$ cat src/rtl/gpio_regs.svh
// register addresses, reset values and field positions of the port block
`ifndef GPIO_REGS_SVH
`define GPIO_REGS_SVH

// special-function register addresses
`define PORT0_PIN_DATA_ADDR        8'h80
`define PORT1_PIN_DATA_ADDR        8'h90
`define PORT0_DIRECTION_ADDR       8'h94
`define PORT0_FUNCTION_SELECT_ADDR 8'h95
`define PORT1_DIRECTION_ADDR       8'h96
`define PORT1_FUNCTION_SELECT_ADDR 8'h97
`define SPI_ROUTE_ADDR             8'hB3

// widths
`define PORT0_WIDTH     8
`define PORT1_WIDTH     3
`define SPI_ROUTE_WIDTH 2

// reset values, cut to each register's width
`define PORT0_DATA_RESET     8'hFF
`define PORT0_DIR_RESET      8'hFF
`define PORT0_FUNC_RESET     8'h00
`define PORT1_DATA_RESET     3'h7
`define PORT1_DIR_RESET      3'h7
`define PORT1_FUNC_RESET     3'h0
`define SPI_ROUTE_RESET      2'h0

// spi routing codes
`define SPI_ROUTE_UNUSED     2'h0
`define SPI_ROUTE_PORT1      2'h1
`define SPI_ROUTE_RADIO      2'h2

// port 0 bit positions
`define P0_BOOT_SELECT_BIT   0
`define P0_UART_RX_BIT       1
`define P0_UART_TX_BIT       2
`define P0_IRQ_A_BIT         3
`define P0_IRQ_B_BIT         4
`define P0_TIMER_A_BIT       5
`define P0_TIMER_B_BIT       6
`define P0_PWM_BIT           7

// port 1 bit positions
`define P1_SCK_BIT           0
`define P1_SDO_BIT           1
`define P1_SDI_BIT           2
`define P1_TIMER_C_BIT       0

// direction encoding: 0 drives, 1 listens
`define DIR_OUTPUT           1'h0

`endif

$ cat src/rtl/gpio_pkg.sv
// types shared by the port block and its helpers
package gpio_pkg;

  // drive of the eight port 0 pins
  typedef struct packed {
    logic [7:0] out;
    logic [7:0] oe;
  } port0_drive_type;

  // drive of the two bidirectional port 1 pins
  typedef struct packed {
    logic [1:0] out;
    logic [1:0] oe;
  } port1_drive_type;

  // signals coming from the peripherals into the pin mux
  typedef struct packed {
    logic uart_txd;
    logic uart_rxd_out;
    logic pwm;
    logic spi_sck;
    logic spi_sdo;
    logic radio_sdi;
  } periph_in_type;

  // signals handed from the pin mux to the peripherals
  typedef struct packed {
    logic uart_rxd;
    logic ext_irq_a_n;
    logic ext_irq_b_n;
    logic timer_a_count_in;
    logic timer_b_count_in;
    logic timer_c_count_in;
    logic spi_sdi;
    logic radio_sck;
    logic radio_sdo;
  } periph_out_type;

endpackage

$ cat src/rtl/pin_sync.sv
// three-stage input synchroniser that accepts a change once stages two and three agree
`timescale 1ns/100ps
module pin_sync #(
  parameter int WIDTH = 8
) (
  input  wire logic             ref_clk,
  input  wire logic             rst,
  input  wire logic [WIDTH-1:0] raw,
  output logic      [WIDTH-1:0] level
);

  logic [WIDTH-1:0] stage_one;        // only stage_two reads this
  logic [WIDTH-1:0] stage_two;        // second flop
  logic [WIDTH-1:0] stage_three;      // third flop
  logic [WIDTH-1:0] next_level;       // accepted value

  // per bit, take the new value only where two and three agree
  always_comb begin
    for (int i = 0; i < WIDTH; i++) begin
      next_level[i] = (stage_two[i] == stage_three[i]) ? stage_three[i] : level[i];
    end
  end

  // pins idle high through pull-ups, so all stages start at one
  always_ff @(posedge ref_clk or posedge rst) begin
    if (rst) begin
      stage_one   <= '1;
      stage_two   <= '1;
      stage_three <= '1;
      level       <= '1;
    end else begin
      stage_one   <= raw;
      stage_two   <= stage_one;
      stage_three <= stage_two;
      level       <= next_level;
    end
  end

endmodule

$ cat src/rtl/data_reg.sv
// one software-written register with a fixed reset value
`timescale 1ns/100ps
module data_reg #(
  parameter int                 WIDTH       = 8,
  parameter logic [WIDTH-1:0]   RESET_VALUE = '0
) (
  input  wire logic             ref_clk,
  input  wire logic             rst,
  input  wire logic             wr_en,
  input  wire logic [WIDTH-1:0] wr_data,
  output logic      [WIDTH-1:0] value
);

  logic [WIDTH-1:0] next_value;       // value after this edge

  // hold unless written
  always_comb begin
    next_value = wr_en ? wr_data : value;
  end

  // reset loads the documented constant
  always_ff @(posedge ref_clk or posedge rst) begin
    if (rst) begin
      value <= RESET_VALUE;
    end else begin
      value <= next_value;
    end
  end

endmodule

$ cat src/rtl/dual_port_gpio_with_pin_mux.sv
// two-port pin logic with alternate-function and spi routing
`timescale 1ns/100ps
`include "gpio_regs.svh"

module dual_port_gpio_with_pin_mux (
  input  wire logic                   ref_clk,
  input  wire logic                   rst,
  // special-function register port of the controller
  input  wire logic [7:0]             sfr_addr,
  input  wire logic                   sfr_wr,
  input  wire logic                   sfr_rd,
  input  wire logic [7:0]             sfr_wdata,
  output logic      [7:0]             sfr_rdata,
  output logic                        sfr_hit,
  // port 0 pins, bidir_pin_two .. bidir_pin_nine
  input  wire logic [7:0]             port0_pin_in,
  output gpio_pkg::port0_drive_type   port0_pin,
  // port 1: bidir_pin_zero, bidir_pin_one, input_only_pin
  input  wire logic [2:0]             port1_pin_in,
  output gpio_pkg::port1_drive_type   port1_pin,
  // peripheral side
  input  wire gpio_pkg::periph_in_type periph_in,
  output gpio_pkg::periph_out_type    periph_out,
  output logic [1:0]                  spi_route
);

  //////////////////////////////////////////////////////////////////////////////
  // register decode

  logic wr_p0_data;                   // write strobe, port0 data latch
  logic wr_port0_direction;                    // write strobe, port0 direction
  logic wr_p0_func;                   // write strobe, port0 function select
  logic wr_p1_data;                   // write strobe, port1 data latch
  logic wr_port1_direction;                    // write strobe, port1 direction
  logic wr_p1_func;                   // write strobe, port1 function select
  logic wr_route;                     // write strobe, spi routing

  // one strobe per address, only while writing
  always_comb begin
    wr_p0_data = sfr_wr && (sfr_addr == `PORT0_PIN_DATA_ADDR);
    wr_port0_direction  = sfr_wr && (sfr_addr == `PORT0_DIRECTION_ADDR);
    wr_p0_func = sfr_wr && (sfr_addr == `PORT0_FUNCTION_SELECT_ADDR);
    wr_p1_data = sfr_wr && (sfr_addr == `PORT1_PIN_DATA_ADDR);
    wr_port1_direction  = sfr_wr && (sfr_addr == `PORT1_DIRECTION_ADDR);
    wr_p1_func = sfr_wr && (sfr_addr == `PORT1_FUNCTION_SELECT_ADDR);
    wr_route   = sfr_wr && (sfr_addr == `SPI_ROUTE_ADDR);
  end

  //////////////////////////////////////////////////////////////////////////////
  // registers

  logic [7:0] port0_latch;            // port0 output latch
  logic [7:0] port0_direction;        // 0 drives, 1 listens
  logic [7:0] port0_function_select;  // alternate function enables
  logic [2:0] port1_latch;            // port1 output latch, three bits only
  logic [2:0] port1_direction;        // port1 direction, three bits only
  logic [2:0] port1_function_select;  // port1 alternate enables
  logic [1:0] route;                  // spi routing field

  // direction and data reset to ones, so every pin listens after reset
  data_reg #(.WIDTH(`PORT0_WIDTH), .RESET_VALUE(`PORT0_DATA_RESET)) u_p0_data (
    .ref_clk (ref_clk),
    .rst     (rst),
    .wr_en   (wr_p0_data),
    .wr_data (sfr_wdata),
    .value   (port0_latch)
  );

  data_reg #(.WIDTH(`PORT0_WIDTH), .RESET_VALUE(`PORT0_DIR_RESET)) u_port0_direction (
    .ref_clk (ref_clk),
    .rst     (rst),
    .wr_en   (wr_port0_direction),
    .wr_data (sfr_wdata),
    .value   (port0_direction)
  );

  data_reg #(.WIDTH(`PORT0_WIDTH), .RESET_VALUE(`PORT0_FUNC_RESET)) u_p0_func (
    .ref_clk (ref_clk),
    .rst     (rst),
    .wr_en   (wr_p0_func),
    .wr_data (sfr_wdata),
    .value   (port0_function_select)
  );

  // upper five data bits are dropped on write and read as zero
  data_reg #(.WIDTH(`PORT1_WIDTH), .RESET_VALUE(`PORT1_DATA_RESET)) u_p1_data (
    .ref_clk (ref_clk),
    .rst     (rst),
    .wr_en   (wr_p1_data),
    .wr_data (sfr_wdata[2:0]),
    .value   (port1_latch)
  );

  data_reg #(.WIDTH(`PORT1_WIDTH), .RESET_VALUE(`PORT1_DIR_RESET)) u_port1_direction (
    .ref_clk (ref_clk),
    .rst     (rst),
    .wr_en   (wr_port1_direction),
    .wr_data (sfr_wdata[2:0]),
    .value   (port1_direction)
  );

  data_reg #(.WIDTH(`PORT1_WIDTH), .RESET_VALUE(`PORT1_FUNC_RESET)) u_p1_func (
    .ref_clk (ref_clk),
    .rst     (rst),
    .wr_en   (wr_p1_func),
    .wr_data (sfr_wdata[2:0]),
    .value   (port1_function_select)
  );

  // code 11 is stored as written; it routes nowhere
  data_reg #(.WIDTH(`SPI_ROUTE_WIDTH), .RESET_VALUE(`SPI_ROUTE_RESET)) u_route (
    .ref_clk (ref_clk),
    .rst     (rst),
    .wr_en   (wr_route),
    .wr_data (sfr_wdata[1:0]),
    .value   (route)
  );

  //////////////////////////////////////////////////////////////////////////////
  // pin input synchronisers

  logic [7:0] port0_level;            // filtered port0 pin levels
  logic [2:0] port1_level;            // filtered port1 pin levels

  // pins belong to the board, not to ref_clk
  pin_sync #(.WIDTH(`PORT0_WIDTH)) u_sync0 (
    .ref_clk (ref_clk),
    .rst     (rst),
    .raw     (port0_pin_in),
    .level   (port0_level)
  );

  pin_sync #(.WIDTH(`PORT1_WIDTH)) u_sync1 (
    .ref_clk (ref_clk),
    .rst     (rst),
    .raw     (port1_pin_in),
    .level   (port1_level)
  );

  //////////////////////////////////////////////////////////////////////////////
  // port 0 mux

  gpio_pkg::port0_drive_type next_port0_pin;   // drive before the output flop

  // plain gpio first, then alternate functions override bit by bit
  always_comb begin
    for (int n = 0; n < `PORT0_WIDTH; n++) begin
      next_port0_pin.out[n] = port0_latch[n];
      next_port0_pin.oe[n]  = (port0_direction[n] == `DIR_OUTPUT);
    end
    // bit 0 skips this block: boot flash select stays gpio
    if (port0_function_select[`P0_UART_RX_BIT]) begin
      // receive pin may drive in shift mode, but direction bit decides
      next_port0_pin.out[`P0_UART_RX_BIT] = periph_in.uart_rxd_out;
      next_port0_pin.oe[`P0_UART_RX_BIT]  =
        (port0_direction[`P0_UART_RX_BIT] == `DIR_OUTPUT);
    end
    if (port0_function_select[`P0_UART_TX_BIT]) begin
      next_port0_pin.out[`P0_UART_TX_BIT] = periph_in.uart_txd;
      next_port0_pin.oe[`P0_UART_TX_BIT]  = 1'b1;
    end
    if (port0_function_select[`P0_IRQ_A_BIT]) begin
      next_port0_pin.oe[`P0_IRQ_A_BIT] = 1'b0;
    end
    if (port0_function_select[`P0_IRQ_B_BIT]) begin
      next_port0_pin.oe[`P0_IRQ_B_BIT] = 1'b0;
    end
    if (port0_function_select[`P0_TIMER_A_BIT]) begin
      next_port0_pin.oe[`P0_TIMER_A_BIT] = 1'b0;
    end
    if (port0_function_select[`P0_TIMER_B_BIT]) begin
      next_port0_pin.oe[`P0_TIMER_B_BIT] = 1'b0;
    end
    if (port0_function_select[`P0_PWM_BIT]) begin
      next_port0_pin.out[`P0_PWM_BIT] = periph_in.pwm;
      next_port0_pin.oe[`P0_PWM_BIT]  = 1'b1;
    end
    // port0_function_select bit 0 is stored but never looked at here
  end

  //////////////////////////////////////////////////////////////////////////////
  // port 1 mux

  gpio_pkg::port1_drive_type next_port1_pin;   // drive before the output flop
  logic                      spi_on_port1;     // route selects the pins

  // spi route outranks function select, which outranks direction
  always_comb begin
    spi_on_port1 = (route == `SPI_ROUTE_PORT1);
    // gpio defaults; bit 1 has no function-select alternate, only the spi route takes it over
    next_port1_pin.out[0] = port1_latch[0];
    next_port1_pin.oe[0]  = (port1_direction[0] == `DIR_OUTPUT);
    next_port1_pin.out[1] = port1_latch[1];
    next_port1_pin.oe[1]  = (port1_direction[1] == `DIR_OUTPUT);
    if (spi_on_port1) begin
      next_port1_pin.out[`P1_SCK_BIT] = periph_in.spi_sck;
      next_port1_pin.oe[`P1_SCK_BIT]  = 1'b1;
      next_port1_pin.out[`P1_SDO_BIT] = periph_in.spi_sdo;
      next_port1_pin.oe[`P1_SDO_BIT]  = 1'b1;
    end else if (port1_function_select[`P1_TIMER_C_BIT]) begin
      next_port1_pin.oe[`P1_TIMER_C_BIT] = 1'b0;
    end
    // bit 2 has no driver at all in this block
  end

  //////////////////////////////////////////////////////////////////////////////
  // peripheral side

  gpio_pkg::periph_out_type next_periph_out;   // peripheral inputs before flop

  // idle values: interrupts high, counters low, so nothing fires unselected
  always_comb begin
    next_periph_out.uart_rxd = port0_function_select[`P0_UART_RX_BIT] ?
                               port0_level[`P0_UART_RX_BIT] : 1'b1;
    next_periph_out.ext_irq_a_n = port0_function_select[`P0_IRQ_A_BIT] ?
                                  port0_level[`P0_IRQ_A_BIT] : 1'b1;
    next_periph_out.ext_irq_b_n = port0_function_select[`P0_IRQ_B_BIT] ?
                                  port0_level[`P0_IRQ_B_BIT] : 1'b1;
    next_periph_out.timer_a_count_in = port0_function_select[`P0_TIMER_A_BIT] &
                                       port0_level[`P0_TIMER_A_BIT];
    next_periph_out.timer_b_count_in = port0_function_select[`P0_TIMER_B_BIT] &
                                       port0_level[`P0_TIMER_B_BIT];
    next_periph_out.timer_c_count_in = !spi_on_port1 &&
                                       port1_function_select[`P1_TIMER_C_BIT] &&
                                       port1_level[`P1_TIMER_C_BIT];
    // serial input follows whichever side the route selects
    case (route)
      `SPI_ROUTE_PORT1: next_periph_out.spi_sdi = port1_level[`P1_SDI_BIT];
      `SPI_ROUTE_RADIO: next_periph_out.spi_sdi = periph_in.radio_sdi;
      default:          next_periph_out.spi_sdi = 1'b0;
    endcase
    // radio only sees clock and data while routed to it
    next_periph_out.radio_sck = (route == `SPI_ROUTE_RADIO) & periph_in.spi_sck;
    next_periph_out.radio_sdo = (route == `SPI_ROUTE_RADIO) & periph_in.spi_sdo;
  end

  //////////////////////////////////////////////////////////////////////////////
  // read data

  logic [7:0] next_sfr_rdata;         // read value before the flop
  logic       next_sfr_hit;           // address belongs to this block

  // data reads mix latch and pin per registered drive enable of each bit
  always_comb begin
    next_sfr_hit   = 1'b1;
    next_sfr_rdata = 8'h00;
    case (sfr_addr)
      `PORT0_PIN_DATA_ADDR: begin
        for (int n = 0; n < `PORT0_WIDTH; n++) begin
          next_sfr_rdata[n] = port0_pin.oe[n] ? port0_latch[n] : port0_level[n];
        end
      end
      `PORT1_PIN_DATA_ADDR: begin
        next_sfr_rdata[0] = port1_pin.oe[0] ? port1_latch[0] : port1_level[0];
        next_sfr_rdata[1] = port1_pin.oe[1] ? port1_latch[1] : port1_level[1];
        next_sfr_rdata[2] = port1_level[2];
      end
      `PORT0_DIRECTION_ADDR:       next_sfr_rdata = port0_direction;
      `PORT0_FUNCTION_SELECT_ADDR: next_sfr_rdata = port0_function_select;
      `PORT1_DIRECTION_ADDR:       next_sfr_rdata = {5'h00, port1_direction};
      `PORT1_FUNCTION_SELECT_ADDR: next_sfr_rdata = {5'h00, port1_function_select};
      `SPI_ROUTE_ADDR:             next_sfr_rdata = {6'h00, route};
      default:                     next_sfr_hit   = 1'b0;
    endcase
    if (!sfr_rd) begin
      next_sfr_hit   = 1'b0;
      next_sfr_rdata = 8'h00;
    end
  end

  //////////////////////////////////////////////////////////////////////////////
  // output flops

  // async reset clears every enable even with the clock stopped
  always_ff @(posedge ref_clk or posedge rst) begin
    if (rst) begin
      port0_pin  <= '0;
      port1_pin  <= '0;
      periph_out <= '{uart_rxd: 1'b1, ext_irq_a_n: 1'b1, ext_irq_b_n: 1'b1,
                      default: 1'b0};
      spi_route  <= `SPI_ROUTE_RESET;
      sfr_rdata  <= 8'h00;
      sfr_hit    <= 1'b0;
    end else begin
      // registers reset to listen, so pins stay inputs until written
      port0_pin  <= next_port0_pin;
      port1_pin  <= next_port1_pin;
      periph_out <= next_periph_out;
      spi_route  <= route;
      sfr_rdata  <= next_sfr_rdata;
      sfr_hit    <= next_sfr_hit;
    end
  end

endmodule

$ cat config.mk
export PLATFORM = sky130hd
export DESIGN_NAME = dual_port_gpio_with_pin_mux
export DESIGN_NICKNAME = d
export VERILOG_FILES = /design/src/rtl/gpio_pkg.sv /design/src/rtl/pin_sync.sv /design/src/rtl/data_reg.sv /design/src/rtl/dual_port_gpio_with_pin_mux.sv
export VERILOG_INCLUDE_DIRS = /design/src /design/src/rtl
export SDC_FILE = /design/constraint.sdc
export NUM_CORES = 1
export LEC_CHECK = 0
export BUFFER_PORTS_ARGS = -buffer_cell sky130_fd_sc_hd__buf_2
export CAP_MARGIN = 40
export CORE_MARGIN = 1
export CORE_UTILIZATION = 59
export CTS_CLUSTER_DIAMETER = 200
export DETAILED_ROUTE_END_ITERATION = 8
export PLACE_DENSITY = 0.95
export SETUP_SLACK_MARGIN = 0.02
export SYNTH_ARGS = -nofsm -noshare
export SYNTH_HDL_FRONTEND = slang
export SYNTH_SLANG_ARGS = --single-unit
$ cat constraint.sdc
create_clock -name ref_clk -period 5.2 [get_ports ref_clk]
set_input_delay 0.78 -clock ref_clk [delete_from_list [all_inputs] [get_ports ref_clk]]
set_output_delay 0.78 -clock ref_clk [all_outputs]
set_load 0.05 [all_outputs]
# Yosys cells after proc, flatten, opt, wreduce, memory -nomap -nowiden
# Cells that the tools add are included.
dict set report classes {
  eq_ne 20
  muxes 31
  reduce_logical 11
  bitwise 14
}
# op n
set op_table {}
lappend op_table {{8-bit == test, second input constant} 7}
lappend op_table {{1-bit two-way mux} 26}
lappend op_table {{3-bit case mux with 7 select lines} 1}
lappend op_table {{5-bit case mux with 3 select lines} 1}
lappend op_table {{1-bit == test} 11}
lappend op_table {{1-bit NOT} 10}
lappend op_table {{1-bit logical AND} 9}
lappend op_table {{8-bit two-way mux} 1}
lappend op_table {{7-bit OR reduction} 1}
lappend op_table {{1-bit AND} 4}
lappend op_table {{3-bit two-way mux} 1}
lappend op_table {{2-bit by 1-bit == test with 1-bit output, second input constant} 1}
lappend op_table {{2-bit == test, second input constant} 1}
lappend op_table {{1-bit case mux with 2 select lines} 1}
lappend op_table {{1-bit logical NOT} 1}
dict set report totals {
  ff_bits 118
  output_inout_bits 40
}

# Logic depth before layout (Yosys ltp)
# Gate-level depths: netlist of run 1.
dict set report depth {
  ltp_word 4
  ltp_mapped 5
  ltp_nobuf 4
}

# By module
# From an unflattened synthesis of run 1, not the netlist that was laid out.
dict set report unflattened {
  cells_unflattened 281
  area_unflattened_um2 4540.6
}
# module cells_per_inst area_each_um2 seq_area_each_um2 n_inst
set modules_own_cells {}
lappend modules_own_cells {dual_port_gpio_with_pin_mux 144 1805.5 1004.7 1}
lappend modules_own_cells {{pin_sync at u_sync0} 41 934.6 840.8 1}
lappend modules_own_cells {{data_reg at u_p0_data ...} 18 345.3 210.2 2}
lappend modules_own_cells {{pin_sync at u_sync1} 16 352.8 315.3 1}
lappend modules_own_cells {{data_reg at u_p0_func} 18 335.3 200.2 1}
lappend modules_own_cells {{data_reg at u_p1_data ...} 7 116.4 78.8 2}
lappend modules_own_cells {{data_reg at u_p1_func} 7 112.6 75.1 1}
lappend modules_own_cells {{data_reg at u_route} 5 76.3 50.0 1}

# Least setup slack after synthesis of run 1
# Ideal clock, no wire load.
dict set report synth_path {
  kind {input-to-reg}
  start {input port sfr_addr[5]}
  end {register u_p0_func.value[1]}
  required_time_ns 5.075
  setup_time_ns 0.125
  cell_stages 5
  path_slack_ns 3.060
  arrival_time_ns 2.015
  cell_sequence {nand4bb_1 or2_1 buf_2 nor3_4 mux2_2}
}
dict set report synth_via {
  elab_chain_len 2
}
# element line_no
set synth_lines {}
lappend synth_lines {{start: declaration} dual_port_gpio_with_pin_mux.sv:9} ;# input wire logic [7:0] sfr_addr,
lappend synth_lines {{8-bit == test} -}
lappend synth_lines {{1-bit logical AND} dual_port_gpio_with_pin_mux.sv:42} ;# wr_p0_func = sfr_wr && (sfr_addr == `PORT0_FUNCTION_SELECT_ADDR);
lappend synth_lines {{end signal: assignment} data_reg.sv:26} ;# value <= next_value;
lappend synth_lines {{end: declaration} data_reg.sv:11} ;# output logic [WIDTH-1:0] value
# Every way passes these cells.
# A chain may end at the register's enable or synchronous reset.

# Worst setup path in the final report of run 1
dict set report layout_path {
  start {register periph_out[7] (netlist bit)}
  end {output port periph_out[7] (netlist bit)}
}
# element line_no
set layout_lines {}
lappend layout_lines {{start: declaration} dual_port_gpio_with_pin_mux.sv:23} ;# output gpio_pkg::periph_out_type periph_out,
lappend layout_lines {{start signal: assignment} dual_port_gpio_with_pin_mux.sv:279} ;# periph_out <= '{uart_rxd: 1'b1, ext_irq_a_n: 1'b1, ext_irq_b_n: 1'b1,
lappend layout_lines {{start signal: assignment} dual_port_gpio_with_pin_mux.sv:288} ;# periph_out <= next_periph_out;
# No word-level cell between the ends.

==> results.sh, run 1 <==
export IMPL_status="complete, no violations"
export IMPL_grt_overflow=0
export IMPL_syn_inst=272
export IMPL_syn_nets=311
export IMPL_n_fill_cell=409
export IMPL_synthMostInstantiatedCell="dfstp_2"
export IMPL_clockBufferDepth=2
export IMPL_synth_area_leaders="dfstp_2 (42%), dfrtp_1 (29%), mux2_2 (10%)"
export IMPL_vdd_drop_max_mv=0.285
export IMPL_hpwl_um=5330
export IMPL_r2r_end="port1_pin[2]"
export IMPL_grtUsageTotal=0.257
export IMPL_boundaryPins=77
export IMPL_power_leakage_uw=0.00250
export IMPL_grt_pass1_wl_um=13900
export IMPL_start_util=0.623
export IMPL_cts_sinks=118
export IMPL_cts_tree="done"
export IMPL_crit_path_start_kind="register"
export IMPL_die_width_um=87.4
export IMPL_dp_worst_setup_slack_ns=2.74
export IMPL_gp_congestion=0.868
export IMPL_ant_nets=0
export IMPL_via_per_inst=5.49
export IMPL_worstPathArrival_ns=1.29
export IMPL_via_count=2596
export IMPL_crit_family="flip-flops"
export IMPL_startpoint="periph_out[7]"
export IMPL_wl_per_cell_um=18.6
export IMPL_io_buffers=76
export IMPL_min_period_ns=2.07
export IMPL_setup_violations=0
export IMPL_synth_edf_count=0
export IMPL_worstHoldStart="u_sync0.stage_one[1]"
export IMPL_critPathKind="register to primary output"
export IMPL_clk_pin_slew_worst_paths_ns=0.06
export IMPL_finClkSkew_ns=0.00797
export IMPL_final_hold_viol_count=0
export IMPL_slew_headroom=0.501
export IMPL_cts_buffers=17
export IMPL_slowest_stage="dfstp_2"
export IMPL_placementRows=30
export IMPL_synthArstFlopShare=1.00
export IMPL_antenna_found_initial=0
export IMPL_seq_area_frac_synth=0.706
export IMPL_path_max_fanout=1
export IMPL_power_per_cell_area_nw_per_um2=433
export IMPL_synth_top_area_frac=0.415
export IMPL_path_cells="buf_2"
export IMPL_layout_nets=403
export IMPL_critPathCaptureType="primary output"
export IMPL_r2r_slack_ns=3.87
export IMPL_core_area_um2=6910
export IMPL_drt_iter0_drc=237
export IMPL_holdBufCountCts=0
export IMPL_ff_latch_area_um2=3040
export IMPL_insertedDiodeCount=0
export IMPL_insertion_delay_ns=0.51
export IMPL_synth_distinct_cells=37
export IMPL_required_ns=4.42
export IMPL_ctsResizeCount=0
export IMPL_fmax_mhz=483
export IMPL_regToRegStartpoint="u_route.value[1]"
export IMPL_wl_um=8810
export IMPL_post_route_cells_drive_above_1_share=0.578
export IMPL_syn_area_per_cell_um2=15.8
export IMPL_finalSetupTns_ns=0
export IMPL_synth_common_cells="dfstp_2 (68), dfrtp_1 (50), mux2_2 (38), mux2i_1 (16)"
export IMPL_fp_dieArea_um2=7630
export IMPL_h_tree_depth=4
export IMPL_ys_ff_latch=118
export IMPL_min_path_cells=0
export IMPL_layout_setup_ws_ns=3.13
export IMPL_die_h_um=87.4
export IMPL_placed_cells=441
export IMPL_max_stage_delay_ns=0.52
export IMPL_rr_worst_depth=3
export IMPL_multi_input_area_um2=1220
export IMPL_drt_pass1_iter_count=5
export IMPL_ys_warn_count=0
export IMPL_netlist_area_um2=4300
export IMPL_syn_to_final_growth_pct=25.3
export IMPL_slew_viol_final=0
export IMPL_hp_class="register to register"
export IMPL_post_cts_buffers=0
export IMPL_drc_errors=0
export IMPL_synth_main_ff_cell="dfstp_2"
export IMPL_clockRootBuffer="clkbuf_8"
export IMPL_timing_final_crit_share=0.398
export IMPL_worst_pin_slew_ns=0.748
export IMPL_yosysTopAreaCell="dfstp_2"
export IMPL_maxCapViolations=0
export IMPL_holdWs_ns=0.354
export IMPL_grt_max_degree=66
export IMPL_grt_pass1_vias=2712
export IMPL_rsz0062_at_grt="no"
export IMPL_final_cells=473
export IMPL_worst_path_buf_inv=1
export IMPL_worst_hold_path_endpoint="u_sync0.stage_two[1]"
state kept, by name (all words and copies together) (netlist names), 3 cells and up:
register,flops
u_p0_data.value,8
port1_pin,4
u_sync1.stage_two,3
port0_pin,16
u_sync0.level,8
u_sync1.level,3
u_port1_direction.value,3
u_sync0.stage_three,8
u_sync0.stage_one,8
u_port0_direction.value,8
sfr_rdata,8
u_sync1.stage_three,3
u_p1_func.value,3
u_sync1.stage_one,3
u_sync0.stage_two,8
u_p0_func.value,8
periph_out,9
kinds of logic (layout without fill, tap and decap cells):
kind of cell / Yosys count / in the layout / synth area share
simple gates: 55 / 55 / 0.0754
mux: 55 / 55 / 0.139
compound gates: 21 / 21 / 0.0367
flops: 118 / 118 / 0.706
fa+ha+maj: 13 / 13 / 0.0314
buf+inv: 10 / 115 / 0.0108
how the worst max path moves through the flow:
stage                          to  slack [ns]  depth (start not counted)
3_5_place_dp   u_p0_func.value[7]        2.74                          5
4_1_cts             periph_out[7]        3.12                          1
6_report            periph_out[7]        3.13                          1
5_1_grt             periph_out[8]        3.09                          1
3_3_place_gp   u_p0_func.value[7]        2.84                          5
2_1_floorplan       periph_out[0]        1.40                          1
report_power, final:
| part | switching [uW] | internal, uW | total [uW] |
|---|---|---|---|
| registers | 31.2 | 990 | 1020 |
| clock network | 384 | 777 | 1160 |
| logic | 101 | 50.4 | 152 |
metal layers:
layer,wire (um),vias up,GRT usage
met2,4380,122,0.409
met4,291,0,0.154
met5,0,-,0
met3,528,31,0.0758
li1,-,1144,-
met1,3610,1299,0.313
cell usage in the layout, fill, tap and decap left out, types with 7 or more instances in the layout:
cell type and n:
buf_2 76, dfstp_2 68, dfrtp_1 50, mux2_2 38
mux2i_1 16, clkbuf_16 16, maj3_1 11, nor2_1 11
and2_1 11, nand2_1 10, nand2b_1 7
metrics by stage:
stage	power (uW)	instance area [um2]	util
2_1_floorplan	1130	4300	-
3_3_place_gp	1180	4790	0.693
3_5_place_dp	1180	4790	0.693
4_1_cts	2350	5390	0.780
5_1_grt	2400	5390	0.780
6_report	2330	5390	0.780
layout make-up:
cell class              count  share of cell area
well taps                  96              0.0223
repair buffers             77              0.0720
multi-input cells         144               0.226
clock buffers              23              0.0885
flip-flops and latches    118               0.564
clock inverters             9              0.0230
inverters                   6             0.00464
(Power assumes the default switching activity.)
==> inputs of run 2 (changes only) <==
--- a/config.mk
+++ b/config.mk
@@ -9,10 +9,10 @@
 export BUFFER_PORTS_ARGS = -buffer_cell sky130_fd_sc_hd__buf_2
 export CAP_MARGIN = 40
 export CORE_MARGIN = 1
-export CORE_UTILIZATION = 59
+export CORE_UTILIZATION = 55
 export CTS_CLUSTER_DIAMETER = 200
 export DETAILED_ROUTE_END_ITERATION = 8
-export PLACE_DENSITY = 0.95
+export PLACE_DENSITY = 0.9
 export SETUP_SLACK_MARGIN = 0.02
 export SYNTH_ARGS = -nofsm -noshare
 export SYNTH_HDL_FRONTEND = slang
==> constraint.sdc (replaced) <==
create_clock -name ref_clk -period 2.2 [get_ports ref_clk]
set_input_delay 0.33 -clock ref_clk [delete_from_list [all_inputs] [get_ports ref_clk]]
set_output_delay 0.33 -clock ref_clk [all_outputs]
set_load 0.05 [all_outputs]
==> run 2 against run 1 <==
Compared with the run above: the run now ends with hold timing left; die area is 7.1% higher; clock skew is 0.0018 ns lower; cell count is 3.4% higher; combinational power is 150% higher; via count is 0.54% higher; clock-buffer cell count stayed put; cell area is 2.0% higher; global-route usage is 2.5 points lower; sequential share of layout area is 1.1 points lower; utilization is 3.8 points lower; critical path type unchanged.
==> results.sh, run 2 (synthesis gave the netlist of run 1 again) <==
export IMPL_core_area_um2=7410
export IMPL_top_regs="port0_pin: 16 flops, periph_out: 9 flops"
export IMPL_io_buffers=76
export IMPL_crit_path_start_kind="register"
export IMPL_post_route_cells_drive_above_1_share=0.562
export IMPL_r2r_slack_ns=0.94
export IMPL_drt_iter0_drc=220
export IMPL_layout_nets=416
export IMPL_n_fill_cell=461
export IMPL_critPathKind="register to primary output"
export IMPL_grt_pass1_vias=2737
export IMPL_maxCapViolations=0
export IMPL_wl_um=8600
export IMPL_slew_headroom=0.609
export IMPL_placementRows=31
export IMPL_cts_tree="done"
export IMPL_grt_max_degree=119
export IMPL_die_h_um=90.4
export IMPL_via_count=2610
export IMPL_slew_viol_final=0
export IMPL_max_stage_delay_ns=0.52
export IMPL_regToRegStartpoint="u_route.value[1]"
export IMPL_largest_reg_flops=16
export IMPL_fmax_mhz=619
export IMPL_clockRootBuffer="clkbuf_8"
export IMPL_ant_nets=0
export IMPL_final_common_cell="buf_2"
export IMPL_slowest_stage="dfstp_2"
export IMPL_holdBufCountCts=11
export IMPL_required_ns=1.87
export IMPL_post_cts_buffers=0
export IMPL_placed_cells=446
export IMPL_via_per_inst=5.34
export IMPL_setup_violations=0
export IMPL_path_max_fanout=1
export IMPL_start_util=0.580
export IMPL_die_width_um=90.4
export IMPL_insertedDiodeCount=0
export IMPL_final_cell_mix="buf_2 (76), dfstp_2 (68), dfrtp_1 (50)"
export IMPL_worstPathArrival_ns=1.29
export IMPL_grt_overflow=0
export IMPL_finalSetupTns_ns=0
export IMPL_dpl_instance_area_um2=4820
export IMPL_fp_dieArea_um2=8180
export IMPL_antenna_found_initial=0
export IMPL_h_tree_depth=4
export IMPL_grtUsageTotal=0.233
export IMPL_syn_to_final_growth_pct=27.8
export IMPL_finClkSkew_ns=0.00612
export IMPL_insertion_delay_ns=0.51
export IMPL_violations="hold timing"
export IMPL_path_cells="buf_2"
export IMPL_gp_congestion=0.834
export IMPL_crit_family="flip-flops"
export IMPL_hpwl_um=5470
export IMPL_drt_pass1_iter_count=4
export IMPL_power_per_cell_area_nw_per_um2=976
export IMPL_clk_pin_slew_worst_paths_ns=0.05
export IMPL_min_period_ns=1.62
export IMPL_holdWs_ns=-0.00514
export IMPL_hp_class="input pin to asynchronous set/reset pin"
export IMPL_design_area_um2=5500
export IMPL_wl_per_cell_um=17.6
export IMPL_cts_sinks=118
export IMPL_r2r_end="port1_pin[2]"
export IMPL_cts_buffers=17
export IMPL_clockBufferDepth=2
export IMPL_vdd_drop_max_mv=0.701
export IMPL_boundaryPins=77
export IMPL_final_cells=489
export IMPL_critPathCaptureType="primary output"
export IMPL_timing_final_crit_share=0.735
export IMPL_rr_worst_depth=3
export IMPL_worst_path_buf_inv=1
export IMPL_power_leakage_uw=0.00253
export IMPL_regMostFlops="port0_pin"
export IMPL_rsz0062_at_grt="no"
export IMPL_ctsResizeCount=0
export IMPL_grt_pass1_wl_um=13900
export IMPL_drc_errors=0
export IMPL_worst_pin_slew_ns=0.586
export IMPL_status="finished with violations"
export IMPL_final_hold_viol_count=7
[run 2: how the worst max path moves through the flow]
stage	startpoint	cells after the start	slack, ns	endpoint
after floorplan	rst	1	0.48	periph_out[0]
after global placement	sfr_addr[5]	5	0.29	u_p0_func.value[1]
after detailed placement	sfr_addr[5]	5	0.21	u_p0_func.value[7]
after CTS	periph_out[8]	1	0.56	periph_out[8]
after global routing	periph_out[8]	1	0.55	periph_out[8]
final	periph_out[8]	1	0.58	periph_out[8]
[run 2: layout make-up]
class	instances	area, um2	share of cell area
flip-flops and latches	118	3040	0.553
well taps	99	124	0.0225
clock buffers	23	467	0.0849
clock inverters	9	100	0.0182
inverters	6	26.3	0.00478
multi-input cells	144	1220	0.221
repair buffers	90	526	0.0956
[run 2: power by group]
part	leakage (uW)	switching, uW	internal [uW]
combinational	0.000900	240	135
clock	0.000278	890	1690
sequential	0.00136	72.8	2340
total	0.00253	1200	4160
[run 2: metrics by stage]
step | utilization | setup slack (ns) | power [uW]
6_report | 0.742 | 0.584 | 5360
2_1_floorplan | - | 0.484 | 2670
4_1_cts | 0.742 | 0.558 | 5420
5_1_grt | 0.742 | 0.551 | 5550
3_5_place_dp | 0.651 | 0.212 | 2800
3_3_place_gp | 0.651 | 0.293 | 2780
[run 2: worst reg2reg max path, cell delays in order (launching register included)]
cell and delay (ns):
dfrtp_1 0.43, inv_1 0.09, ha_1 0.26, mux2_2 0.37
[run 2: per-layer routing]
layer / track usage / share of wire / vias up
li1: - / - / 1172
met1: 0.280 / 0.42 / 1323
met2: 0.367 / 0.49 / 90
met3: 0.0783 / 0.053 / 25
met4: 0.137 / 0.031 / 0
met5: 0 / 0 / -
